[src/inc/setpoint_pkg.sv]
// Purpose: Constants for the up/down speed-offset block
// Assumes: 250 MHz pclk, APB register access, speeds in rpm
// Notes:   Behaviour list below; the design implements each item
//
// Behaviour
// - Mode 0..6, zero disables, default zero
// - Raise/lower offset, clamp to rated times percent
// - Offset changes linearly, jumps only on clear, restore or lowered limit
// - Modes 2,4,6: both inputs zero offset
// - Modes 3,4: save offset on mains fail
// - Modes 5,6: start withdrawn clears offset
// - Rise rate 0..32760 rpm/s, default 1000
// - Fall rate same range, default 1000
// - Offset readback signed rpm, zero after reset
// - Offset added to analog base speed
`default_nettype none

package setpoint_pkg;

    // ------------------------------------------------------------
    // Register map
    // ------------------------------------------------------------
    localparam logic [7:0]  ADDR_MODE       = 8'h00;
    localparam logic [7:0]  ADDR_RISE       = 8'h04;
    localparam logic [7:0]  ADDR_FALL       = 8'h08;
    localparam logic [7:0]  ADDR_OFFSET     = 8'h0C;
    localparam logic [7:0]  ADDR_RATED      = 8'h10;
    localparam logic [7:0]  ADDR_PERCENT    = 8'h14;
    localparam logic [7:0]  ADDR_STATUS     = 8'h18;

    localparam logic [15:0] MODE_RESET      = 16'h0000;
    localparam logic [15:0] RATE_RESET      = 16'h03E8;
    localparam logic [15:0] RATED_RESET     = 16'h0BB8;
    localparam logic [15:0] PERCENT_RESET   = 16'h0064;

    // ------------------------------------------------------------
    // Modes and ranges
    // ------------------------------------------------------------
    localparam logic [2:0]  MODE_OFF        = 3'h0;
    localparam logic [2:0]  MODE_LAST       = 3'h6;
    localparam logic [15:0] RATE_MAX        = 16'h7FF8;
    localparam logic [15:0] SPEED_MAX       = 16'h7FFC;
    localparam logic [31:0] PERCENT_DIV     = 32'h0000_0064;

    // ------------------------------------------------------------
    // Timing
    // ------------------------------------------------------------
    localparam int          CLK_PERIOD_NS   = 4;
    localparam int          NS_PER_S        = 1000000000;
    localparam int          ACC_W           = 28;
    localparam logic [ACC_W-1:0] CYCLES_PER_S = ACC_W'(NS_PER_S / CLK_PERIOD_NS);

    typedef enum logic [1:0] {
        BUS_IDLE = 2'b01,
        BUS_DONE = 2'b10
    } bus_state_t;

endpackage

`default_nettype wire

[src/inc/ramp_if.sv]
// Purpose: Link between offset control and one ramp stepper
// Assumes: Same clock domain on both sides
// Notes:   One instance per ramp direction
`default_nettype none

interface ramp_if;
    logic        enable;
    logic [15:0] rate;
    logic        step;

    modport ctrl (output enable, output rate, input step);
    modport stepper (input enable, input rate, output step);
endinterface

`default_nettype wire

[src/hw/ramp_step.sv]
// Purpose: Rate accumulator giving one-rpm step pulses
// Assumes: Rate in rpm per second, pclk at the package rate
// Notes:   Accumulator restarts when disabled
`default_nettype none

module ramp_step
    import setpoint_pkg::*;
(
    // Clock and reset
    input  wire logic pclk,
    input  wire logic presetn,
    // Ramp link
    ramp_if.stepper   rp
);

    logic [ACC_W-1:0] acc_q;
    logic [ACC_W-1:0] acc_d;
    logic             step_q;
    logic             step_d;

    // ------------------------------------------------------------
    // Fractional rpm accumulation
    // ------------------------------------------------------------
    always_comb begin
        acc_d  = '0;
        step_d = 1'b0;
        if (rp.enable) begin
            // Sum stays below 2^28 since rate never exceeds RATE_MAX
            acc_d = acc_q + ACC_W'(rp.rate);
            if (acc_d >= CYCLES_PER_S) begin
                acc_d  = acc_d - CYCLES_PER_S;
                step_d = 1'b1;
            end
        end
    end

    always_ff @(posedge pclk or negedge presetn) begin
        if (!presetn) begin
            acc_q  <= '0;
            step_q <= 1'b0;
        end else begin
            acc_q  <= acc_d;
            step_q <= step_d;
        end
    end

    assign rp.step = step_q;

endmodule

`default_nettype wire

[src/hw/setpoint_updown_offset.sv]
// Purpose: Digital speed potentiometer offset on an analog base speed
// Assumes: Inputs synchronous to pclk, APB slave with one wait state
// Notes:   Retained storage lives outside; save and restore by strobes
`default_nettype none

module setpoint_updown_offset
    import setpoint_pkg::*;
(
    // Clock and reset
    input  wire logic        pclk,
    input  wire logic        presetn,
    // APB slave
    input  wire logic        psel,
    input  wire logic        penable,
    input  wire logic        pwrite,
    input  wire logic [7:0]  paddr,
    input  wire logic [31:0] pwdata,
    output logic [31:0]      prdata,
    output logic             pready,
    output logic             pslverr,
    // Terminal inputs
    input  wire logic        raise_input,
    input  wire logic        lower_input,
    input  wire logic        start_cmd,
    input  wire logic        mains_fail,
    // Analog base speed
    input  wire logic [15:0] analog_base_input,
    // Retained storage
    input  wire logic        retain_valid,
    input  wire logic [15:0] retain_value,
    output logic             retain_wr,
    output logic [15:0]      retain_data,
    // Speed outputs
    output logic [15:0]      offset_speed_value,
    output logic [15:0]      speed_setpoint
);

    // ------------------------------------------------------------
    // Declarations
    // ------------------------------------------------------------
    bus_state_t         bus_q, bus_d;
    logic [31:0]        prdata_q, prdata_d;
    logic               pslverr_q, pslverr_d;
    logic [2:0]         mode_q, mode_d;
    logic [15:0]        rise_q, rise_d;
    logic [15:0]        fall_q, fall_d;
    logic [15:0]        rated_q, rated_d;
    logic [15:0]        pct_q, pct_d;
    logic [15:0]        limit_q, limit_d;
    logic signed [15:0] offset_q, offset_d;
    logic [15:0]        setpoint_q, setpoint_d;
    logic               start_q, start_d;
    logic               fail_q, fail_d;
    logic               rwr_q, rwr_d;
    logic [15:0]        rdata_q, rdata_d;
    logic               wr_ok;
    logic               rd_ok;
    logic               mapped;
    logic               mode_clr_both;
    logic               mode_retain;
    logic               mode_start;
    logic               only_up;
    logic               only_dn;
    logic               at_limit;
    logic [1:0]         steps;

    ramp_if rr[2] ();

    // ------------------------------------------------------------
    // Ramp steppers, one per direction
    // ------------------------------------------------------------
    generate
        for (genvar i = 0; i < 2; i++) begin : g_ramp
            ramp_step u_ramp (
                .pclk    (pclk),
                .presetn (presetn),
                .rp      (rr[i])
            );
            assign steps[i] = rr[i].step;
        end
    endgenerate

    assign only_up        = raise_input && !lower_input;
    assign only_dn        = lower_input && !raise_input;
    assign rr[0].enable   = only_up && (mode_q != MODE_OFF);
    assign rr[0].rate     = rise_q;
    assign rr[1].enable   = only_dn && (mode_q != MODE_OFF);
    assign rr[1].rate     = fall_q;

    // Mode classes
    assign mode_clr_both  = (mode_q == 3'h2) || (mode_q == 3'h4) || (mode_q == 3'h6);
    assign mode_retain    = (mode_q == 3'h3) || (mode_q == 3'h4);
    assign mode_start     = (mode_q == 3'h5) || (mode_q == 3'h6);

    // ------------------------------------------------------------
    // APB decode
    // ------------------------------------------------------------
    assign mapped = (paddr == ADDR_MODE) || (paddr == ADDR_RISE) ||
                    (paddr == ADDR_FALL) || (paddr == ADDR_OFFSET) ||
                    (paddr == ADDR_RATED) || (paddr == ADDR_PERCENT) ||
                    (paddr == ADDR_STATUS);
    // Writes land only at the edge where pready is seen high
    assign wr_ok  = psel && penable && pready_q_w() && pwrite && !pslverr_q;
    assign rd_ok  = psel && penable && (bus_q == BUS_IDLE) && !pwrite;

    function automatic logic pready_q_w();
        return bus_q == BUS_DONE;
    endfunction

    always_comb begin
        bus_d     = bus_q;
        prdata_d  = prdata_q;
        pslverr_d = pslverr_q;
        case (bus_q)
            BUS_IDLE: begin
                if (psel && penable) begin
                    bus_d     = BUS_DONE;
                    pslverr_d = !mapped || (pwrite && (paddr == ADDR_OFFSET ||
                                                      paddr == ADDR_STATUS));
                    prdata_d  = '0;
                    if (rd_ok) begin
                        case (paddr)
                            ADDR_MODE:    prdata_d = {29'h0, mode_q};
                            ADDR_RISE:    prdata_d = {16'h0, rise_q};
                            ADDR_FALL:    prdata_d = {16'h0, fall_q};
                            ADDR_OFFSET:  prdata_d = {{16{offset_q[15]}}, offset_q};
                            ADDR_RATED:   prdata_d = {16'h0, rated_q};
                            ADDR_PERCENT: prdata_d = {16'h0, pct_q};
                            ADDR_STATUS:  prdata_d = {29'h0, at_limit, lower_input,
                                                      raise_input};
                            default:      prdata_d = '0;
                        endcase
                    end
                end
            end
            BUS_DONE: begin
                bus_d     = BUS_IDLE;
                pslverr_d = 1'b0;
                prdata_d  = '0;
            end
            default: begin
                bus_d     = BUS_IDLE;
                pslverr_d = 1'b0;
                prdata_d  = '0;
            end
        endcase
    end

    always_ff @(posedge pclk or negedge presetn) begin
        if (!presetn) begin
            bus_q     <= BUS_IDLE;
            prdata_q  <= '0;
            pslverr_q <= 1'b0;
        end else begin
            bus_q     <= bus_d;
            prdata_q  <= prdata_d;
            pslverr_q <= pslverr_d;
        end
    end

    // ------------------------------------------------------------
    // Configuration registers
    // ------------------------------------------------------------
    always_comb begin
        mode_d  = mode_q;
        rise_d  = rise_q;
        fall_d  = fall_q;
        rated_d = rated_q;
        pct_d   = pct_q;
        if (wr_ok) begin
            case (paddr)
                ADDR_MODE: begin
                    // Out-of-range codes are dropped, mode stays valid
                    if (pwdata[31:0] <= 32'(MODE_LAST))
                        mode_d = pwdata[2:0];
                end
                ADDR_RISE:
                    rise_d = (pwdata[15:0] > RATE_MAX) ? RATE_MAX : pwdata[15:0];
                ADDR_FALL:
                    fall_d = (pwdata[15:0] > RATE_MAX) ? RATE_MAX : pwdata[15:0];
                ADDR_RATED:   rated_d = pwdata[15:0];
                ADDR_PERCENT: pct_d   = pwdata[15:0];
                default: begin
                end
            endcase
        end
    end

    always_ff @(posedge pclk or negedge presetn) begin
        if (!presetn) begin
            mode_q  <= MODE_RESET[2:0];
            rise_q  <= RATE_RESET;
            fall_q  <= RATE_RESET;
            rated_q <= RATED_RESET;
            pct_q   <= PERCENT_RESET;
        end else begin
            mode_q  <= mode_d;
            rise_q  <= rise_d;
            fall_q  <= fall_d;
            rated_q <= rated_d;
            pct_q   <= pct_d;
        end
    end

    // ------------------------------------------------------------
    // Speed limit, one cycle behind the configuration
    // ------------------------------------------------------------
    always_comb begin
        logic [31:0] prod;
        prod = 32'(rated_q) * 32'(pct_q) / PERCENT_DIV;
        limit_d = (prod > 32'(SPEED_MAX)) ? SPEED_MAX : prod[15:0];
    end

    always_ff @(posedge pclk or negedge presetn) begin
        if (!presetn) limit_q <= '0;
        else          limit_q <= limit_d;
    end

    // ------------------------------------------------------------
    // Offset speed
    // ------------------------------------------------------------
    assign at_limit = (offset_q >= $signed(limit_q)) || (offset_q <= -$signed(limit_q));

    always_comb begin
        offset_d = offset_q;
        start_d  = start_cmd;
        fail_d   = mains_fail;
        rwr_d    = 1'b0;
        rdata_d  = rdata_q;
        if (mode_q == MODE_OFF) begin
            offset_d = '0;
        end else if (mode_start && start_q && !start_cmd) begin
            offset_d = '0;
        end else if (mode_retain && retain_valid) begin
            offset_d = $signed(retain_value);
        end else if (mode_clr_both && raise_input && lower_input) begin
            offset_d = '0;
        end else if (only_up && steps[0] && (offset_q < $signed(limit_q))) begin
            offset_d = offset_q + 16'sh0001;
        end else if (only_dn && steps[1] && (offset_q > -$signed(limit_q))) begin
            offset_d = offset_q - 16'sh0001;
        end
        // Restored or stale values beyond a lowered limit are pulled in
        if (offset_d > $signed(limit_q))
            offset_d = $signed(limit_q);
        else if (offset_d < -$signed(limit_q))
            offset_d = -$signed(limit_q);
        // Neither or both (modes 1,3,5) leave offset_d as held
        if (mode_retain && mains_fail && !fail_q) begin
            rwr_d   = 1'b1;
            rdata_d = offset_q;
        end
    end

    always_ff @(posedge pclk or negedge presetn) begin
        if (!presetn) begin
            offset_q <= '0;
            start_q  <= 1'b0;
            fail_q   <= 1'b0;
            rwr_q    <= 1'b0;
            rdata_q  <= '0;
        end else begin
            offset_q <= offset_d;
            start_q  <= start_d;
            fail_q   <= fail_d;
            rwr_q    <= rwr_d;
            rdata_q  <= rdata_d;
        end
    end

    // ------------------------------------------------------------
    // Base plus offset
    // ------------------------------------------------------------
    always_comb begin
        logic signed [16:0] sum;
        sum = 17'($signed(analog_base_input)) + 17'(offset_q);
        if (sum > $signed({1'b0, SPEED_MAX}))
            setpoint_d = SPEED_MAX;
        else if (sum < -$signed({1'b0, SPEED_MAX}))
            setpoint_d = 16'(-$signed({1'b0, SPEED_MAX}));
        else
            setpoint_d = sum[15:0];
    end

    always_ff @(posedge pclk or negedge presetn) begin
        if (!presetn) setpoint_q <= '0;
        else          setpoint_q <= setpoint_d;
    end

    // ------------------------------------------------------------
    // Outputs
    // ------------------------------------------------------------
    assign prdata             = prdata_q;
    assign pready             = bus_q == BUS_DONE;
    assign pslverr            = pslverr_q;
    assign retain_wr          = rwr_q;
    assign retain_data        = rdata_q;
    assign offset_speed_value = offset_q;
    assign speed_setpoint     = setpoint_q;

endmodule

`default_nettype wire

[config.mk]
export PLATFORM = sky130hd
export DESIGN_NAME = setpoint_updown_offset
export DESIGN_NICKNAME = d
export VERILOG_FILES = /design/src/inc/setpoint_pkg.sv /design/src/inc/ramp_if.sv /design/src/hw/ramp_step.sv /design/src/hw/setpoint_updown_offset.sv
export SDC_FILE = /design/constraint.sdc
export NUM_CORES = 1
export LEC_CHECK = 0
export BUFFER_PORTS_ARGS = -buffer_cell sky130_fd_sc_hd__clkbuf_2
export CAP_MARGIN = 10
export CORE_MARGIN = 2
export CORE_UTILIZATION = 45
export CTS_CLUSTER_SIZE = 8
export DETAILED_ROUTE_END_ITERATION = 7
export GPL_TIMING_DRIVEN = 0
export PLACE_DENSITY = 0.66
export SLEW_MARGIN = 20
export SYNTH_ARGS = -nofsm -noshare
export SYNTH_HDL_FRONTEND = slang
export SYNTH_SLANG_ARGS = --single-unit
[constraint.sdc]
create_clock -name pclk -period 27.3 [get_ports pclk]
set_clock_uncertainty 0.05 [all_clocks]
set_input_delay 5.46 -clock pclk [delete_from_list [all_inputs] [get_ports pclk]]
set_output_delay 5.46 -clock pclk [all_outputs]
set_load 0.01 [all_outputs]
* After elaboration in Yosys (flattened, before gate mapping) *
Index checks and enable logic that the tools add are counted.

storage, ports and cells
  output and inout port bits = 83
  input bits = 82
  bits in registers = 227
  word-level logic and storage cells = 135

cells by class
  muxes and demuxes = 29
  div/mod/pow operators = 1
  $mul = 1
  equal/unequal tests = 14
  reductions and logical operators = 50
  add/sub/neg operators = 8
  magnitude comparators = 13

operator list
  cell                                                                             count
  32-bit one-hot mux with 7 select lines                                           1
  16-bit 2-to-1 mux                                                                12
  28-bit 2-to-1 mux                                                                4
  32-bit 2-to-1 mux                                                                3
  28-bit by 16-bit adder with 28-bit output                                        2
  28-bit greater-or-equal comparator (second input constant)                       2
  28-bit subtractor (second input constant)                                        2
  32-bit by 7-bit divider with 32-bit output (second input constant)               1
  16-bit > comparator                                                              2
  32-bit by 15-bit > comparator with 1-bit output (second input constant)          1
  32-bit by 3-bit <= comparator with 1-bit output (second input constant)          1
  16-bit less-than comparator                                                      2
  16-bit by 16-bit multiplier with 32-bit output                                   1
  8-bit by 5-bit equality test with 1-bit output (second input constant)           3
  1-bit logical AND                                                                22
  16-bit by 16-bit adder with 17-bit output                                        1
  17-bit by 16-bit > comparator with 1-bit output (second input constant)          1
  17-bit by 16-bit less-than comparator with 1-bit output (second input constant)  1
  16-bit by 2-bit adder with 16-bit output (second input constant)                 1
  8-bit by 4-bit equality test with 1-bit output (second input constant)           2
  16-bit greater-or-equal comparator                                               1
  16-bit by 15-bit > comparator with 1-bit output (second input constant)          1
  16-bit <= comparator                                                             1
  16-bit negator                                                                   1
  other kinds (16)                                                                 47

* Longest topological paths before layout *
Gate-level depths: netlist (run 1).

  depth after elaboration = 13
  depth in mapped cells = 94
  depth with buffers taken out = 81

* Modules after synthesis *
From an unflattened synthesis (run 1), not the netlist that was laid out.

unflattened totals
  cell total of the unflattened synthesis = 3702
  area, all modules = 30546.8 µm²

by module, submodules not included
  module                  area each (µm²)  cells an instance  sequential area each (µm²)  times used
  setpoint_updown_offset  24633.6          2986               3882.5                      1
  ramp_step               2956.6           358                725.7                       2

* Least setup slack after synthesis (run 1) *
Ideal clock, no wire load.

  kind = register -> register
  start = register pct_q[2]
  end = register limit_q[11]
  library setup time = 0.137 ns
  slack = 5.991 ns
  cell stages (with the launch flop) = 91
  buffers on the path = 11
  arrival time = 21.122 ns
  required time = 27.113 ns
  cell sequence = dfstp_2 clkbuf_1 clkbuf_1 nand2_1 fa_1 inv_1 fa_1 inv_1 fa_1 inv_1 fa_1 fa_1 inv_1 fa_1 inv_1 ha_1 buf_2 a21oi_1 [55 not listed] a31oi_4 o31ai_1 o21a_1 o22ai_1 nand2_1 a311oi_1 o21a_4 o21ai_4 xor2_2 o21a_4 a2111oi_4 or3_4 o32ai_2 a21o_1 maj3_2 nor3_2 o41ai_4 nand2_1

on the way
  cells in the longest elaborated chain, start to end = 4

ends and longest elaborated chain
  item                                              line                           text
  start: declaration                                setpoint_updown_offset.sv:48   logic [15:0] pct_q, pct_d;
  start signal: assignment                          setpoint_updown_offset.sv:201  pct_q <= pct_d;
  16-bit by 16-bit multiplier with 32-bit output *  setpoint_updown_offset.sv:210  prod = 32'(rated_q) * 32'(pct_q) / PERCENT_DIV;
  32-bit by 7-bit divider with 32-bit output *      setpoint_updown_offset.sv:210
  32-bit by 15-bit > comparator with 1-bit output   setpoint_updown_offset.sv:211  limit_d = (prod > 32'(SPEED_MAX)) ? SPEED_MAX : prod[15:0];
  16-bit 2-to-1 mux *                               setpoint_updown_offset.sv:211
  named net limit_d[11]                             setpoint_updown_offset.sv:49   logic [15:0] limit_q, limit_d;
  end signal: assignment                            setpoint_updown_offset.sv:216  else limit_q <= limit_d;
  end: declaration                                  setpoint_updown_offset.sv:49

The timed path passes the listed nets; every way through them passes the cells marked *.
A chain may end at the register's enable or synchronous reset.

* Worst setup path in the final report (run 1) *
  start = register rated_q[8]
  end = register limit_q[9]

on the way
  cells in the longest elaborated chain, start to end = 4

ends and longest elaborated chain
  item                                              line                           text
  start: declaration                                setpoint_updown_offset.sv:47   logic [15:0] rated_q, rated_d;
  start signal: assignment                          setpoint_updown_offset.sv:200  rated_q <= rated_d;
  16-bit by 16-bit multiplier with 32-bit output *  setpoint_updown_offset.sv:210
  32-bit by 7-bit divider with 32-bit output *      setpoint_updown_offset.sv:210
  32-bit by 15-bit > comparator with 1-bit output   setpoint_updown_offset.sv:211
  16-bit 2-to-1 mux *                               setpoint_updown_offset.sv:211
  named net limit_d[9]                              setpoint_updown_offset.sv:49

Marked as above.

==> impl_metrics.ini, run 1 <==
[logic_synthesis]
synth_top_cell_area_share = 0.163
yosysTopAreaCell = dfrtp_1
ys.warnings.count = 0
synth-edff-count = 0
syn-num-nets = 3993
synth_area_per_cell_um2 = 8.31
synth_area_um2 = 29000
ys_types = 134
ys_async_sr_fraction = 1.00
synthFlopType = dfrtp_1
synth-seq-cells = 212
synthTopCellsByArea = dfrtp_1 (16%), fa_1 (14%), ha_1 (9.4%)
seq_area_frac_synth = 0.184
netlist_instances = 3495

[drt]
drt-pass1-iter-count = 8
wirelength_um = 83000
ant_nets = 0
wl_per_cell_um = 18.2
dr.first_iter.drc_count = 1879
vias = 26500
route.detailed.drc = 0
via_per_inst = 5.80

[floorplan]
die-area_um2 = 66600
start_util = 0.453
placementRows = 93
core_area_um2 = 64100
dieHeight_um = 258
pin_count = 165
fp.dieW_um = 258

[critical_path]
crit_path_start_kind = flop
reg2reg_depth = 86
cp-end-kind = flop
reg2reg_slack_ps = 1790
crit_top_cell = fa_1
required_ps = 27650
critPathArrivalTime_ps = 25870
critPathMaxFanout = 10
critPathMaxStageDelay_ps = 570
crit_type = flop to flop
critPathSlowestCell = clkbuf_1

[sta]
drv_slew = 0
fin_crit_sh = 0.935
finalCriticalPeriod_ps = 25510
slew_headroom = 0.324
tightest_slew_ps = 1000
finalSetupViolCount = 0
fin_setup_tns_ps = 0
hold_violations = 0
max_freq_mhz = 39.2
rsz0062_at_grt = false

[power]
seq_power_share = 0.347
p_leak_uw = 0.0150
internal-power_uw = 680
p_comb_frac = 0.324
swShare = 0.357
powerDensity_nw_per_um2 = 33.1
clkPwrFrac = 0.329
power.switching_uw = 377
peakVddDrop_uv = 48.6

[cells_and_area]
syn_to_final_growth_pct = 9.86
n_fill_cell = 6223
antenna_cells = 0
num-nets-final = 4189
drive_gt1_frac = 0.114
final_cell_area_um2 = 31900

[grt]
antenna_found_initial = 0
grt_pass1_wl_um = 137000
gr-usage-all-layers = 0.247
grt_pass1_vias = 25800
grt-ovfl-total = 0
grt_start_max_net_pins = 87

[hold_path]
hold_class = flop to flop
hold_depth = 2

[clock_network]
numCtsBuffers = 30
cts_hold_buf = 0
cts_buffer_depth = 3
clock_sinks = 212
cts_max_level = 1
worst_setup_hold_path_clk_slew_ps = 50
clk_latency_ps = 590
cts_tree = built
clockRootBuffer = clkbuf_16

[placed_design]
postPlaceCellArea_um2 = 31000
place_hpwl_um = 65700
gp_congestion = 0.938
numPortBuffers = 162

[job]
maxCapViolCount = 0

[outcome]
status = finished, final reports clean
layout by cell type (no fill, tap or decap), types with 28 or more instances in the layout:
cell,instances
a22oi_1,34
nor2_1,245
o21bai_1,30
mux2i_1,29
and2_1,160
mux2_2,40
o21ai_1,28
a21oi_1,206
nand2b_1,40
nor3_1,72
xnor2_1,135
nand4_1,42
clkbuf_16,30
clkbuf_1,127
inv_1,303
ha_1,219
xor2_1,64
nor4_1,33
o21ai_0,159
and3_1,31
nor2b_1,36
clkbuf_2,161
or3_1,30
nand2_1,377
a31oi_1,44
a21o_1,65
dfrtp_1,189
fa_1,197
nand3_1,72
layout make-up:
class / count / area [um^2] / share of cell area
inverters: 304 / 1140 / 0.0358
plain buffers: 167 / 774 / 0.0243
well taps: 855 / 1070 / 0.0335
clock buffers: 47 / 835 / 0.0261
clock inverters: 1 / 30.0 / 0.000941
repair buffers: 164 / 875 / 0.0274
multi-input cells: 2812 / 21900 / 0.685
flip-flops and latches: 212 / 5330 / 0.167
synth_stat cells (all sizes together), types with 15 or more instances:
master / count
a21oi: 210
mux2: 41
a31oi: 47
o21a: 26
nor4: 34
a21o: 65
and2: 161
dfrtp: 189
ha: 219
nor2: 249
a211oi: 25
dfstp: 23
nand3: 73
o211ai: 25
nor2b: 36
a311oi: 15
or3: 32
o22ai: 16
o21ai: 194
nand4: 43
buf: 55
or2: 20
xor2: 66
nor3: 74
mux2i: 31
and3: 31
inv: 304
xnor2: 140
fa: 197
o21bai: 33
clkbuf: 112
nand2b: 40
a22oi: 34
nand2: 378
critical path: cells and delay by family (launching register included):
kind                       cells  cell delay (ps)
AOI/OAI and AO/OA             41            11320
and+or+nand+nor               19             4810
adders and majority gates      8             3890
buffers and inverters         12             2760
muxes                          3             1310
xor gates and xnor gates       3              660
DFF                            1              510
path summary, 6_finish.rpt:
check	from	end
max	rated_q[8]	limit_q[9]
min in group asynchronous	presetn	g_ramp[0].u_ramp.acc_q[25]
max in group asynchronous	presetn	offset_speed_value[8]
min reg2reg	retain_data[2]	retain_data[2]
max reg2reg	rated_q[8]	limit_q[9]
min	retain_data[2]	retain_data[2]
flip-flops by register name, summed over array words and instances (netlist names):
register / cells
mode_q: 3
prdata: 17
pslverr: 1
limit_q: 16
rise_q: 16
offset_speed_value: 16
g_ramp.u_ramp.acc_q: 56
speed_setpoint: 16
bus_q: 2
start_q: 1
retain_data: 16
rated_q: 16
fall_q: 16
g_ramp.u_ramp.rp.step: 2
pct_q: 16
retain_wr: 1
fail_q: 1
layer usage:
layer,global-route usage,wire length (um),vias up
met5,0,0,-
met4,0.0743,2420,0
met3,0.0274,5080,144
met2,0.415,38700,919
met1,0.334,36900,12700
li1,-,-,12700
stage by stage:
step | setup slack, ps | hold WS (ps) | std cells | util | total power [uW]
after floorplan | 5990 | 400 | 3495 | - | 593
after global placement | 1830 | 407 | 4512 | 0.482 | 704
after detailed placement | 1770 | 415 | 4514 | 0.484 | 711
after CTS | 1630 | 427 | 4562 | 0.497 | 1060
after global routing | 185 | 444 | 4562 | 0.498 | 1120
final | 1790 | 419 | 4562 | 0.498 | 1060
power groups by stage:
| stage | combinational (uW) | clock [uW] | sequential (uW) |
|---|---|---|---|
| floorplan | 227 | 0 | 366 |
| global placement | 333 | 0 | 372 |
| detailed placement | 340 | 0 | 371 |
| CTS | 341 | 354 | 366 |
| global route | 384 | 367 | 368 |
| finish | 343 | 348 | 367 |
timing repair:
| action | in CTS | in global routing |
|---|---|---|
| endpoints found under the hold margin | 0 | 0 |
| gates resized for setup | 0 | 7 |
| setup endpoints to repair | 0 | 11 |
| buffers inserted | 0 | 0 |
cells by family after synthesis:
group,Yosys count,share of synthesized area
adder cells (fa/ha/maj),430,0.235
XOR/XNOR,206,0.0640
buffers and inverters,471,0.0659
multiplexers,74,0.0284
AND/OR/NAND/NOR,1215,0.207
AO/OA/AOI/OAI,886,0.216
other,1,0.000129
flip-flops,212,0.184
Note: power is estimated with default switching activity, not from simulation.
==> run 2, diff against run 1 <==
CTS_BUF_LIST = sky130_fd_sc_hd__clkbuf_16   (was default)
==> impl_metrics.ini, run 2 (synthesis gave the netlist of run 1 again) <==
[sta]
finalSetupViolCount = 0
hold_violations = 0
fin_crit_sh = 0.933
fin_ws_ps = 1820
fin_setup_tns_ps = 0
rsz0062_at_grt = false
drv_slew = 0
finalHoldWorstSlack_ps = 419
slew_headroom = 0.331
tightest_slew_ps = 995
max_freq_mhz = 39.2
finalCriticalPeriod_ps = 25480

[hold_path]
holdPathEnd = retain_data[2]
hold_class = flop to flop
hold_depth = 2
min_from = retain_data[2]

[drt]
wirelength_um = 83100
drt-pass1-iter-count = 8
vias = 26600
route.detailed.drc = 32
via_per_inst = 5.83
ant_nets = 0
dr.first_iter.drc_count = 1906
wl_per_cell_um = 18.2

[critical_path]
critPathSlowestCell = clkbuf_1
crit_type = flop to flop
cp-end-kind = flop
reg2reg_slack_ps = 1820
crit_top_cell = fa_1
timing.rr.start = rated_q[8]
reg2reg_depth = 85
critPathMaxFanout = 10
critPathMaxStageDelay_ps = 570
required_ps = 27650
critPathArrivalTime_ps = 25840
crit_path_start_kind = flop
reg2reg_to = limit_q[9]

[clock_network]
cts_tree = built
clock_sinks = 212
cts_max_level = 1
worst_setup_hold_path_clk_slew_ps = 50
post_cts_buffers = 0
clockRootBuffer = clkbuf_16
numCtsBuffers = 30
clk_latency_ps = 590
cts_buffer_depth = 3

[floorplan]
fp.dieW_um = 258
dieHeight_um = 258
core_area_um2 = 64100
start_util = 0.453
die-area_um2 = 66600
pin_count = 165
placementRows = 93

[placed_design]
place_hpwl_um = 65700
numPortBuffers = 162
dp_slack_ps = 1770
gp_congestion = 0.938

[power]
powerDensity_nw_per_um2 = 32.8
p_leak_uw = 0.0150
total_power_uw = 1050
peakVddDrop_uv = 48.2

[grt]
grt_pass1_wl_um = 137000
grt-ovfl-total = 0
gr-usage-all-layers = 0.247
use_met3 = 0.0274
grt_busiest_layer = met2
use_met1 = 0.334
antenna_found_initial = 0
grt_pass1_vias = 25800
grtUsageMet2 = 0.415
grt_start_max_net_pins = 87

[cells_and_area]
final_common_cell = nand2_1
most-common-layout-cells = nand2_1 (377), inv_1 (318), nor2_1 (245)
largest_register_ffs = 56
antenna_cells = 0
drive_gt1_frac = 0.114
syn_to_final_growth_pct = 9.79
num-nets-final = 4189
top_register = g_ramp.u_ramp.acc_q

[outcome]
violations = DRC
status = complete, but fails checks

[job]
maxCapViolCount = 0
[run 2: cell count changes in the layout (fill, tap and decap cells not counted)]
cell / change
clkbuf_1: -15
clkinv_1: +2
inv_1: +15
clkbuf_8: -2
[run 2: worst max-delay path: cells and delay by family, from the launching register on]
family | cells | cell delay (ps)
xor gates and xnor gates | 2 | 430
adders and majority gates | 10 | 4660
buffers and inverters | 11 | 2190
and+or+nand+nor | 20 | 5350
DFF | 1 | 510
muxes | 2 | 760
AOI/OAI and AO/OA | 40 | 11280
[run 2: worst max-delay path by stage]
stage	start	end	slack, ps	cells past startpoint
6_report	rated_q[8]	limit_q[9]	1820	85
5_1_grt	pct_q[2]	limit_q[9]	190	87
4_1_cts	pct_q[2]	limit_q[9]	1630	85
3_5_place_dp	pct_q[2]	limit_q[9]	1770	85
3_3_place_gp	pct_q[2]	limit_q[13]	1830	85
2_1_floorplan	pct_q[2]	limit_q[11]	5990	90
[run 2: layer usage]
layer,share of wire,vias to the layer above
met3,0.065,155
met2,0.47,984
li1,-,12700
met5,0,-
met1,0.44,12800
met4,0.030,0
[run 2: metrics by stage]
stage / instances / cell area, um^2 / utilization
after floorplan: 3495 / 29000 / -
after global placement: 4512 / 30900 / 0.482
after detailed placement: 4514 / 31000 / 0.484
after CTS: 4562 / 31800 / 0.497
after global routing: 4562 / 31900 / 0.497
final: 4562 / 31900 / 0.497
[run 2: power breakdown]
| part | internal [uW] | switching [uW] |
|---|---|---|
| Sequential | 336 | 30.4 |
| Combinational | 137 | 205 |
| Clock | 195 | 142 |
[run 2: layout make-up]
class / instances / area (um^2)
buffer: 167 / 774
clock buffer: 30 / 751
clock inverter: 18 / 93.8
fill: 6225 / 32200
inverter: 304 / 1140
multi-input combinational: 2812 / 21900
sequential: 212 / 5330
tap: 855 / 1070
timing repair buffer: 164 / 875
[run 2: what timing repair did]
action,in CTS,in global routing
gates resized for setup,0,7
endpoints found under the hold margin,0,0
setup endpoints to repair,0,11
hold buffers,0,0
